## config.mk

```make
export PLATFORM = sky130hd
export DESIGN_NAME = dnio_port
export DESIGN_NICKNAME = d
export VERILOG_FILES = /design/src/verilog/dnio_pkg.sv /design/src/verilog/dnio_sync_if.sv /design/src/verilog/dnio_sync.sv /design/src/verilog/dnio_port.sv
export SDC_FILE = /design/constraint.sdc
export NUM_CORES = 1
export LEC_CHECK = 0
export ABC_AREA = 1
export BUFFER_PORTS_ARGS = -buffer_cell sky130_fd_sc_hd__buf_2
export CAP_MARGIN = 40
export CORE_ASPECT_RATIO = 0.75
export CORE_MARGIN = 2
export CORE_UTILIZATION = 31
export DETAILED_ROUTE_END_ITERATION = 8
export GPL_TIMING_DRIVEN = 0
export PLACE_DENSITY = 0.58
export REMOVE_ABC_BUFFERS = 1
export SETUP_SLACK_MARGIN = 0.3
export SLEW_MARGIN = 20
export SYNTH_ARGS = -nofsm -noshare
export SYNTH_HDL_FRONTEND = slang
export SYNTH_SLANG_ARGS = --single-unit
```

## constraint.sdc

```tcl
create_clock -name core_clk -period 1.06 [get_ports core_clk]
set_input_delay 0.106 -clock core_clk [delete_from_list [all_inputs] [get_ports core_clk]]
set_output_delay 0.106 -clock core_clk [all_outputs]
set_load 0.005 [all_outputs]
```

## src/verilog/dnio_pkg.sv

```systemverilog
// package: register map, fields and reset values of the dual nibble io port
`default_nettype none
package dnio_pkg;
  localparam int          DNIO_PORTS      = 2;
  localparam int          DNIO_PORT_W     = 4;
  localparam int          DNIO_LINES      = DNIO_PORTS * DNIO_PORT_W;
  localparam int          DNIO_ADDR_W     = 4;
  localparam int          DNIO_DATA_W     = 8;
  // register offsets
  localparam logic [3:0]  DNIO_OFF_DRIVE  = 4'h0;
  localparam logic [3:0]  DNIO_OFF_SENSE  = 4'h4;
  localparam logic [3:0]  DNIO_OFF_ENABLE = 4'h8;
  // enable register field positions
  localparam int          DNIO_EN_FIRST   = 0;
  localparam int          DNIO_EN_SECOND  = 1;
  // reset values
  localparam logic [7:0]  DNIO_DRIVE_RST  = 8'h00;
  localparam logic [1:0]  DNIO_ENABLE_RST = 2'h0;
  localparam logic [7:0]  DNIO_RDATA_RST  = 8'h00;
endpackage : dnio_pkg
`default_nettype wire

```

## src/verilog/dnio_sync_if.sv

```systemverilog
// interface: raw lines into the synchroniser, clean lines out
`timescale 1ns/1ns
`default_nettype none
interface dnio_sync_if #(parameter int W = 8);
  logic [W-1:0] raw;
  logic [W-1:0] clean;
  modport src (output raw, input clean);
  modport snk (input raw, output clean);
endinterface : dnio_sync_if
`default_nettype wire

```

## src/verilog/dnio_sync.sv

```systemverilog
// module: two-flop synchroniser for the external line levels
`timescale 1ns/1ns
`default_nettype none
module dnio_sync #(
  parameter int W = 8
) (
  input  wire logic core_clk,    // system clock
  input  wire logic reset,       // sync reset, active high
  input  wire logic clk_en,      // freeze when low
  dnio_sync_if.snk  sif          // raw in, clean out
);
  logic [W-1:0] meta_q;
  logic [W-1:0] meta_d;
  logic [W-1:0] clean_q;
  logic [W-1:0] clean_d;

  // first stage feeds only the second
  always_comb begin
    meta_d  = sif.raw;
    clean_d = meta_q;
  end

  always_ff @(posedge core_clk) begin
    if (reset) begin
      meta_q  <= '0;
      clean_q <= '0;
    end else if (clk_en) begin
      meta_q  <= meta_d;
      clean_q <= clean_d;
    end
  end

  assign sif.clean = clean_q;
endmodule : dnio_sync
`default_nettype wire

```

## src/verilog/dnio_port.sv

```systemverilog
// module: dual nibble digital io port with register slave
//
// Our own choices: the address map and the address-and-strobe port.
`timescale 1ns/1ns
`default_nettype none
module dnio_port
  import dnio_pkg::*;
(
  input  wire logic                   core_clk,             // system clock
  input  wire logic                   reset,                // sync reset, active high
  input  wire logic                   clk_en,               // freezes all state when low
  input  wire logic [DNIO_ADDR_W-1:0] reg_addr,             // register byte address
  input  wire logic [DNIO_DATA_W-1:0] reg_wdata,            // write data
  input  wire logic                   reg_wr,               // write strobe
  input  wire logic                   reg_rd,               // read strobe
  output logic      [DNIO_DATA_W-1:0] reg_rdata,            // read data, cycle after strobe
  input  wire logic [DNIO_PORT_W-1:0] first_port_lines_i,   // first port pin levels
  output logic      [DNIO_PORT_W-1:0] first_port_lines_o,   // first port drive values
  output logic      [DNIO_PORT_W-1:0] first_port_lines_oe_n,  // low while driving
  input  wire logic [DNIO_PORT_W-1:0] second_port_lines_i,  // second port pin levels
  output logic      [DNIO_PORT_W-1:0] second_port_lines_o,  // second port drive values
  output logic      [DNIO_PORT_W-1:0] second_port_lines_oe_n  // low while driving
);
  logic [DNIO_LINES-1:0]  drive_q;
  logic [DNIO_LINES-1:0]  drive_d;
  logic [DNIO_PORTS-1:0]  enable_q;
  logic [DNIO_PORTS-1:0]  enable_d;
  logic [DNIO_DATA_W-1:0] rdata_q;
  logic [DNIO_DATA_W-1:0] rdata_d;
  logic [DNIO_LINES-1:0]  out_q;
  logic [DNIO_LINES-1:0]  out_d;
  logic [DNIO_LINES-1:0]  oe_n_q;
  logic [DNIO_LINES-1:0]  oe_n_d;
  logic [DNIO_LINES-1:0]  sense;
  logic [DNIO_LINES-1:0]  line_en;

  dnio_sync_if #(.W(DNIO_LINES)) sif ();

  // pins come from another domain, so two flops first
  assign sif.raw = {second_port_lines_i, first_port_lines_i};

  dnio_sync #(.W(DNIO_LINES)) u_sync (
    .core_clk (core_clk),
    .reset    (reset),
    .clk_en   (clk_en),
    .sif      (sif)
  );

  // per-line selection between read-back and external level
  genvar gi;
  generate
    for (gi = 0; gi < DNIO_LINES; gi++) begin : g_line
      assign line_en[gi] = enable_q[gi / DNIO_PORT_W];
      // enabled port reads the register, not the pin, so no sync lag
      assign sense[gi]   = line_en[gi] ? drive_q[gi] : sif.clean[gi];
    end
  endgenerate

  // register writes, read mux and pin drive next values
  always_comb begin
    drive_d  = drive_q;
    enable_d = enable_q;
    rdata_d  = DNIO_RDATA_RST;
    if (reg_wr) begin
      unique case (reg_addr)
        DNIO_OFF_DRIVE:  drive_d  = reg_wdata;
        DNIO_OFF_ENABLE: enable_d = reg_wdata[DNIO_PORTS-1:0];
        default: ;
      endcase
    end
    if (reg_rd) begin
      unique case (reg_addr)
        DNIO_OFF_SENSE:  rdata_d = sense;
        DNIO_OFF_ENABLE: rdata_d = {{(DNIO_DATA_W-DNIO_PORTS){1'b0}}, enable_q};
        default:         rdata_d = DNIO_RDATA_RST;  // drive reg is write only
      endcase
    end
    // pins follow the registered state one cycle later
    out_d  = drive_q;
    oe_n_d = ~line_en;
  end

  always_ff @(posedge core_clk) begin
    if (reset) begin
      drive_q  <= DNIO_DRIVE_RST;
      enable_q <= DNIO_ENABLE_RST;
      rdata_q  <= DNIO_RDATA_RST;
      out_q    <= DNIO_DRIVE_RST;
      oe_n_q   <= '1;
    end else if (clk_en) begin
      drive_q  <= drive_d;
      enable_q <= enable_d;
      rdata_q  <= rdata_d;
      out_q    <= out_d;
      oe_n_q   <= oe_n_d;
    end
  end

  assign reg_rdata              = rdata_q;
  assign first_port_lines_o     = out_q[DNIO_PORT_W-1:0];
  assign second_port_lines_o    = out_q[DNIO_LINES-1:DNIO_PORT_W];
  assign first_port_lines_oe_n  = oe_n_q[DNIO_PORT_W-1:0];
  assign second_port_lines_oe_n = oe_n_q[DNIO_LINES-1:DNIO_PORT_W];

  // checks: pin drive follows the drive register one edge late
  chk_first_drive: assert property (
    @(posedge core_clk) disable iff (reset)
    (clk_en && !first_port_lines_oe_n[0]) |-> first_port_lines_o == $past(drive_q[3:0]))
    else $error("first port drive mismatch");
  chk_second_drive: assert property (
    @(posedge core_clk) disable iff (reset)
    $past(clk_en) && $past(enable_q[DNIO_EN_SECOND]) |-> second_port_lines_o == $past(drive_q[7:4]))
    else $error("second port drive mismatch");

  // checks: read-back of enabled ports, whole and per nibble
  chk_readback_val: assert property (
    @(posedge core_clk) disable iff (reset)
    (clk_en && reg_rd && reg_addr == DNIO_OFF_SENSE && enable_q == 2'h3) |=> reg_rdata == $past(drive_q))
    else $error("read-back differs from drive");
  chk_first_readback: assert property (
    @(posedge core_clk) disable iff (reset)
    (clk_en && reg_rd && reg_addr == DNIO_OFF_SENSE && enable_q == 2'h1)
      |=> reg_rdata[3:0] == $past(drive_q[3:0]))
    else $error("first port read-back wrong");
  chk_second_readback: assert property (
    @(posedge core_clk) disable iff (reset)
    (clk_en && reg_rd && reg_addr == DNIO_OFF_SENSE && enable_q == 2'h2)
      |=> reg_rdata[7:4] == $past(drive_q[7:4]))
    else $error("second port read-back wrong");

  // checks: a disabled port lets go of all four lines, an enabled first port drives all four
  chk_disabled_undriven: assert property (
    @(posedge core_clk) disable iff (reset)
    $past(clk_en) && !$past(enable_q[DNIO_EN_FIRST]) |-> first_port_lines_oe_n == 4'hf)
    else $error("disabled port is driven");
  chk_second_undriven: assert property (
    @(posedge core_clk) disable iff (reset)
    $past(clk_en) && !$past(enable_q[DNIO_EN_SECOND]) |-> second_port_lines_oe_n == 4'hf)
    else $error("disabled second port is driven");
  chk_first_oe_follow: assert property (
    @(posedge core_clk) disable iff (reset)
    $past(clk_en) && $past(enable_q[DNIO_EN_FIRST]) |-> first_port_lines_oe_n == 4'h0)
    else $error("enabled first port not driven");

  // checks: the four lines of a port always turn together
  chk_first_group: assert property (
    @(posedge core_clk) disable iff (reset)
    first_port_lines_oe_n == 4'h0 || first_port_lines_oe_n == 4'hf)
    else $error("first port lines split");
  chk_second_group: assert property (
    @(posedge core_clk) disable iff (reset)
    second_port_lines_oe_n == 4'h0 || second_port_lines_oe_n == 4'hf)
    else $error("second port lines split");

  // checks: sense of external levels through the synchroniser, writes to sense change no state
  chk_sense_ext: assert property (
    @(posedge core_clk) disable iff (reset)
    (clk_en && reg_rd && reg_addr == DNIO_OFF_SENSE && enable_q == 2'h0) |=> reg_rdata == $past(sif.clean))
    else $error("sense value not external level");
  chk_sense_wr_ignored: assert property (
    @(posedge core_clk) disable iff (reset)
    (clk_en && reg_wr && reg_addr == DNIO_OFF_SENSE) |=> $stable(drive_q) && $stable(enable_q))
    else $error("write to sense changed state");

  // checks: register writes land, write-only drive reads as zero
  chk_enable_write: assert property (
    @(posedge core_clk) disable iff (reset)
    (clk_en && reg_wr && reg_addr == DNIO_OFF_ENABLE) |=> enable_q == $past(reg_wdata[1:0]))
    else $error("enable write lost");
  chk_drive_write: assert property (
    @(posedge core_clk) disable iff (reset)
    (clk_en && reg_wr && reg_addr == DNIO_OFF_DRIVE) |=> drive_q == $past(reg_wdata))
    else $error("drive write lost");
  chk_drive_read_zero: assert property (
    @(posedge core_clk) disable iff (reset)
    (clk_en && reg_rd && reg_addr == DNIO_OFF_DRIVE) |=> reg_rdata == 8'h00)
    else $error("drive register readable");

  // checks: read data stand one cycle only, frozen state holds
  chk_rdata_idle: assert property (
    @(posedge core_clk) disable iff (reset)
    (clk_en && !reg_rd) |=> reg_rdata == 8'h00)
    else $error("read data outlived its cycle");
  chk_freeze_state: assert property (
    @(posedge core_clk) disable iff (reset)
    !clk_en |=> $stable(drive_q) && $stable(enable_q) && $stable(reg_rdata))
    else $error("state moved while frozen");

  // checks: reset leaves every line released and drive cleared
  chk_reset_clear: assert property (
    @(posedge core_clk)
    reset |=> (drive_q == 8'h00 && enable_q == 2'h0 && oe_n_q == 8'hff))
    else $error("reset state wrong");
endmodule : dnio_port
`default_nettype wire

```

Word level (Yosys, flattened, before mapping):

Index checks and enable logic that the tools add are counted.

* register bits: 50
* input bits: 25
* word-level logic and storage cells: 23

* muxes and demuxes: 10
* reductions and logical operators: 3
* equality and inequality tests: 2
* bitwise operators: 1

Operators with widths (count)
* 8-bit case mux with 2 select lines: 1
* 1-bit 2-to-1 mux: 8
* 8-bit 2-to-1 mux: 1
* 8-bit inverter: 1
* 3-bit AND reduction: 2
* 4-bit by 3-bit equality test with 1-bit output, second input constant: 1
* 4-bit equality test, second input constant: 1
* 4-bit logical NOT: 1

Logic depth before layout (Yosys ltp):

Gate-level depths: netlist (run 1).

* depth in word-level cells: 3
* gate-level depth with buffers: 7
* depth with buffers taken out: 7

Modules after synthesis:

From an unflattened synthesis (run 1), not the netlist that was laid out.

* cells, all modules: 279
* area, all modules: 1914.3 um2

By module, submodules not included
* dnio_port: cells an instance 178, area each 1243.7 um2, seq. area each 560.5 um2, instances 1
* dnio_sync: cells an instance 101, area each 670.6 um2, seq. area each 320.3 um2, instances 1

Least setup slack after synthesis (run 1):

Ideal clock, no wire load.

* kind: flip-flop to flip-flop
* start: register enable_q[0]
* end: register rdata_q[1] (netlist: reg_rdata[1])
* stages on the path, launching flop included: 7
* period minus slack after synthesis: 910 ps
* library setup time: 128 ps
* path buffers: 0
* setup slack: 150 ps
* arrival time: 782 ps
* cell sequence: dfxtp_1 > inv_1 > nand2_1 > o21a_1 > nor2_1 > nor2_1 > nor2_1

* longest elaborated chain between the ends: 3

RTL lines
* start: declaration: line dnio_port.sv:26 `logic [DNIO_PORTS-1:0] enable_q;`
* start signal: assignment: line dnio_port.sv:92 `enable_q <= enable_d;`
* 1-bit 2-to-1 mux: line dnio_port.sv:55 `assign sense[gi] = line_en[gi] ? drive_q[gi] : sif.clean[gi];`
* 8-bit case mux with 2 select lines: line dnio_port.sv:72 `unique case (reg_addr)`
* 8-bit 2-to-1 mux: line dnio_port.sv:71 `if (reg_rd) begin`
* end signal: assignment: line dnio_port.sv:93 `rdata_q <= rdata_d;`
* end: declaration: line dnio_port.sv:28 `logic [DNIO_DATA_W-1:0] rdata_q;`

Every way passes these cells.
A chain may end at the register's enable or synchronous reset.

Final worst setup path (run 1):

* start: register enable_q[1]
* end: register rdata_q[1] (netlist: reg_rdata[1])

* longest elaborated chain between the ends: 2

RTL lines (line)
* 8-bit case mux with 2 select lines: dnio_port.sv:72
* 8-bit 2-to-1 mux: dnio_port.sv:71

Every way passes these cells.

==> results_dict.tcl, run 1 <==
set metrics [dict create \
    grt_usage_pct 13.98 \
    dieHeight_um 70.09 \
    min_path_type "input port to flop" \
    path_delay_family "flip-flops" \
    leakage_nw 1.138 \
    rr_startpoint "enable_q[1]" \
    finalWorstSetupSlack_ns 0.1636 \
    dr.pass1.iters 4 \
    grt-ovfl-total 0 \
    synthCells 248 \
    dpl.hpwl_um 2753 \
    grt_pass1_wl_um 6948 \
    pre_cts_ws_ns -0.4524 \
    layout_common_cells "44 x nor2_1, 42 x nand2_1, 39 x buf_2, 25 x o21ai_0, 23 x dfxtp_1" \
    ys_seq_elements 44 \
    setup.worst_path.class "flop to flop" \
    cp.required_ns 1.29 \
    relSlewSlack_pct 78.52 \
    crit_fanout 5 \
    status "finished, final reports clean" \
    p_int_mw 2.592 \
    syn_avg_cell_area_sq_um 7.280 \
    die-width_um 92.12 \
    antenna_found_initial 0 \
    power.share.sequential_pct 50.8 \
    p_switching_uw 845.7 \
    setup_viol 0 \
    drc 0 \
    clock_path_buffers 2 \
    final_common_cell "nor2_1" \
    worst-r2r-setup-slack_ns 0.16 \
    r2r_cells 6 \
    finalClockSkew_ns 0.01074 \
    clock_sinks 44 \
    synth_cell_types 16 \
    io_buffers 48 \
    postRouteAntennaNets 0 \
    regToRegEndpoint "reg_rdata[1]" \
    p_per_area_mw_per_mm2 1368 \
    cts-root-buf "clkbuf_8" \
    start_util_pct 31.64 \
    drt-initial-drc-count 86 \
    slowest_delay_ns 0.40 \
    hold_violations 0 \
    fin_util_pct 44.04 \
    drt-total-wl_um 4906 \
    coreArea_sq_mm 0.005705 \
    critPathMostFrequentCell "nor2_1" \
    swShare_pct 24.60 \
    max_slew.worst_pin.slew_ns 0.3222 \
    finalCritPeriodShare_pct 84.57 \
    rows 24 \
    fmax_mhz 1116 \
    tritoncts "yes" \
    dr_total_vias 1695 \
    yosysWarnings 0 \
    placed_area_sq_mm 0.002068 \
    grt_max_degree 31 \
    via_per_inst 4.449 \
    first_global_vias 1415 \
    layout_min_cycle_time_ns 0.8964 \
    holdPathStages 3 \
    grt_setup_unrepaired "yes" \
    path_clk_slew_ns 0.09 \
    combPwrFrac_pct 10.5 \
    final_nets 327 \
    ios 49 \
    yosysSeqAreaShare_pct 48.79 \
    postCtsHoldBufs 0 \
    final_layout_size_suffix_gt1_share_pct 39.27 \
    clk-insertion-delay-late_ns 0.30 \
    clockPowerShare_pct 38.7 \
    cp.buffers_inverters 1 \
    endpoint_kind "flop" \
    slew_violations 0 \
    critPathSlowestCell "dfxtp_4" \
    cts_buffers 5 \
    setup_tns_ns 0 \
    synth.cell_area_sq_mm 0.001805 \
    die_area_sq_mm 0.006457 \
    peakVddDrop_mv 0.5338 \
    wl_per_cell_um 12.88 \
    min-delay-start "reg_wdata[6]" \
    cp-start-kind "flop" \
    cp_cell_sequence "inv_4 -> nor2_1 -> nand3_1 -> nand2_1 -> nor2_1 -> nor2_1" \
    globalplace.congestion 0.7506 \
    num_antenna_cells 0 \
    syn_to_final_growth_pct 39.15 \
    htreeDepth 2 \
    worstHoldEndpoint "drive_q[6]" \
    fin_area_sq_mm 0.002512 \
    drv_cap 0 \
    cp_data_arrival_time_ns 1.13 \
    p_total_mw 3.438 \
]
## cell usage after synthesis
master / number / area share (%)
a21oi_1: 23 / 6.4
buf_2: 4 / 1.1
buf_4: 8 / 3.3
buf_6: 2 / 1.2
clkbuf_1: 4 / 0.83
clkinv_2: 1 / 0.28
dfxtp_1: 44 / 49
inv_1: 26 / 5.4
nand2_1: 49 / 10
nand2_2: 1 / 0.35
nand3_1: 6 / 1.7
nand4_4: 1 / 1.2
nor2_1: 45 / 9.4
nor2_4: 1 / 0.62
o21a_1: 1 / 0.42
o21ai_0: 32 / 8.9
## cell type report
cell class | instances | area, sq um
timing repair buffer | 64 | 496.7
inverter | 27 | 118.9
clock buffer | 5 | 68.82
clock inverter | 3 | 46.29
multi-input combinational | 160 | 772.0
fill | 598 | 3193
sequential | 44 | 912.1
tap | 78 | 97.59
## layer usage
layer	part of all wire, %	vias up	GRT usage [%]
met5	0	-	0
met4	0.33	0	3.980
met3	6.3	2	4.531
met2	45	47	20.92
met1	48	760	19.35
li1	-	886	-
## power by group through the flow
stage	Combinational [mW]	Clock, mW	Sequential [mW]
2_1_floorplan	0.131	0	1.78
3_3_place_gp	0.266	0	1.78
3_5_place_dp	0.285	0	1.78
4_1_cts	0.319	1.36	1.74
5_1_grt	0.398	1.42	1.75
6_report	0.361	1.33	1.75
## kinds of logic after synthesis
logic type	share of synthesized area [%]
flip-flops	48.79
AO/OA/AOI/OAI	15.66
AND/OR/NAND/NOR	23.35
buffers and inverters	12.20
## worst min-delay path, delay by kind of cell
kind / cells / cell delay (ns)
buffers and inverters: 1 / 0.08
and+or+nand+nor: 2 / 0.09
## state kept, by name, indices dropped and copies added, names as in the netlist
signal            cells
u_sync.clean_d        8
oe_n_q                2
drive_q               8
reg_rdata             8
u_sync.sif.clean      8
out_q                 8
enable_q              2
## how the worst max path moves through the flow
stage	endpoint	cells past startpoint	start	slack (ns)
floorplan	reg_rdata[0]	5	clk_en	0.16
global placement	u_sync.sif.clean[6]	4	clk_en	-0.67
detailed placement	u_sync.sif.clean[3]	5	clk_en	-0.45
CTS	first_port_lines_oe_n[3]	1	oe_n_q[3]	0.17
global route	reg_rdata[1]	6	enable_q[1]	0.09
finish	reg_rdata[1]	6	enable_q[1]	0.16
## through the flow
| stage | cells | hold WS (ns) |
|---|---|---|
| floorplan | 230 | 0.1751 |
| global placement | 356 | 0.3327 |
| detailed placement | 358 | 0.3344 |
| CTS | 376 | 0.01560 |
| global route | 381 | 0.02352 |
| finish | 381 | 0.01766 |
## timing repair
item | CTS | global route
cloned | 1 | 1
buffers inserted | 9 | 4
gates resized for setup | 40 | 36
pin swaps | 7 | 10
endpoints found under the setup margin | 65 | 47
hold endpoints to repair | 0 | 0
(Power assumes the default switching activity.)
==> run 2, diff against run 1 <==
Settings changed: ABC_AREA 1 to 0, PLACE_DENSITY 0.58 to 0.6.
Clock period 1.06 ns to 0.8 ns, I/O delays scaled along.
==> results_dict.tcl, run 2 <==
set metrics [dict create \
    path_delay_family "flip-flops" \
    placed_area_sq_mm 0.002046 \
    yosysMostFrequentCell "dfxtp_1" \
    ys_seq_elements 44 \
    cp-start-kind "flop" \
    postCtsHoldBufs 0 \
    start_util_pct 31.76 \
    antenna_found_initial 0 \
    cp_data_arrival_time_ns 1.27 \
    coreArea_sq_mm 0.005736 \
    ios 49 \
    setup.worst_path.class "flop to flop" \
    globalplace.congestion 0.7071 \
    drt-met1-wl_um 2091 \
    postRouteAntennaNets 0 \
    clk-insertion-delay-late_ns 0.29 \
    hold_ws_ns 0.02161 \
    dr_total_vias 1319 \
    htreeDepth 2 \
    layout_common_cells "34 x mux2i_1, 34 x dfxtp_2, 32 x buf_2, 31 x nor2_1, 20 x nand2b_1" \
    dr.pass1.iters 4 \
    dp.cells 285 \
    synth_area_leaders "dfxtp_1 48%, mux2i_1 19%, nand2b_1 6.9%, nor2_1 6.4%, mux2_2 4.9%" \
    finalWorstSetupSlack_ns -0.3111 \
    critPathSlowestCell "dfxtp_4" \
    status "complete, but fails checks" \
    synthArstFlopShare_pct 0 \
    pre_cts_ws_ns -0.9797 \
    die-width_um 92.52 \
    violations "negative setup slack" \
    hold_violations 0 \
    synth_ff_type "dfxtp_1" \
    cp.buffers_inverters 0 \
    multi_input_area_sq_um 859.6 \
    endpoint_kind "flop" \
    syn_avg_cell_area_sq_um 10.29 \
    clock_sinks 44 \
    slew_violations 0 \
    grt-ovfl-total 0 \
    clock_path_buffers 2 \
    synth_top_area_share_pct 48.35 \
    setup_tns_ns -3.090 \
    relSlewSlack_pct 57.19 \
    cp.required_ns 0.96 \
    rows 24 \
    seqCellArea_sq_um 938.4 \
    finalClockSkew_ns 0.009582 \
    tritoncts "yes" \
    drt-total-wl_um 4066 \
    yosysWarnings 0 \
    peakVddDrop_mv 0.6824 \
    first_global_vias 1207 \
    min_path_type "input port to flop" \
    wl_met2_um 1748 \
    fmax_mhz 900.0 \
    dieHeight_um 70.39 \
    yosysSeqAreaShare_pct 48.35 \
    grt_usage_pct 12.85 \
    io_buffers 48 \
    layout_min_cycle_time_ns 1.111 \
    synth.largest_area_cell "dfxtp_1" \
    die_area_sq_mm 0.006512 \
    p_per_area_mw_per_mm2 1611 \
    setup_viol 30 \
    drv_cap 0 \
    final_layout_size_suffix_gt1_share_pct 49.55 \
    cts-root-buf "clkbuf_8" \
    top_layer "met4" \
    synthCells 177 \
    syn_to_final_growth_pct 31.80 \
    grt_pass1_wl_um 6403 \
    grt_setup_unrepaired "yes" \
    num_antenna_cells 0 \
    crit_fanout 5 \
    fin_area_sq_mm 0.002401 \
    path_clk_slew_ns 0.08 \
    synth.cell_area_sq_mm 0.001822 \
    grt_max_degree 53 \
    final_nets 247 \
    max_slew.worst_pin.slew_ns 0.6398 \
    final_cells 300 \
    slowest_delay_ns 0.41 \
    drt-initial-drc-count 38 \
    leakage_nw 1.049 \
    dpl.hpwl_um 2478 \
    drc 0 \
    cp_cell_sequence "mux2_4 -> a32oi_1 -> nor2_1" \
    synth_common_cells "44 x dfxtp_1, 34 x mux2i_1, 31 x nor2_1, 20 x nand2b_1" \
    p_total_mw 3.869 \
    fill_cells 588 \
    wl_per_cell_um 13.55 \
    finalCritPeriodShare_pct 138.9 \
    synth_edf_count 0 \
    wl_met3_um 203 \
    cts_buffers 5 \
    synth_cell_types 19 \
    via_per_inst 4.397 \
    fin_util_pct 41.86 \
]
==> run 2: power breakdown <==
| group | internal (mW) | switching, mW |
|---|---|---|
| combinational | 0.168 | 0.160 |
| clock | 0.594 | 0.696 |
| sequential | 2.22 | 0.0256 |
| total | 2.99 | 0.882 |
==> run 2: worst register-to-register path: stages, from the launching register on <==
cell and delay, ns:
dfxtp_4 0.41, mux2_4 0.31, a32oi_1 0.19, nor2_1 0.07
==> run 2: cells by family (layout without fill, tap and decap cells) <==
group,count (synthesis),after routing,share of synthesized area [%]
AND/OR/NAND/NOR,60,60,16.62
flip-flops,44,44,48.35
multiplexers,42,42,23.63
buffers and inverters,19,64,6.456
AO/OA/AOI/OAI,12,12,4.945
==> run 2: path summary, 6_finish.rpt <==
path	start	end	slack, ns	cells past startpoint
worst max-delay path	enable_q[1]	reg_rdata[6]	-0.31	3
worst max register to register	enable_q[1]	reg_rdata[6]	-0.31	3
worst min-delay path	second_port_lines_i[3]	u_sync.clean_d[7]	0.02	3
worst min register to register	out_q[3]	out_q[3]	0.48	2
==> run 2: area by class of cell <==
class,instances,share of cell area (%)
clock inverters,1,0.2084
multi-input cells,114,35.80
flip-flops and latches,44,39.08
inverters,1,0.1563
repair buffers,56,17.67
clock buffers,6,3.022
well taps,78,4.065
==> run 2: what timing repair did <==
item | CTS | global route
setup endpoints to repair | 68 | 68
resized for setup | 61 | 17
setup buffers | 6 | 2
pin swaps | 12 | 11
==> run 2: metal layers <==
metal,global-route usage [%],vias to the layer above
met4,3.980,0
met3,4.207,2
met2,18.00,27
met1,18.57,601
met5,0,-
li1,-,689
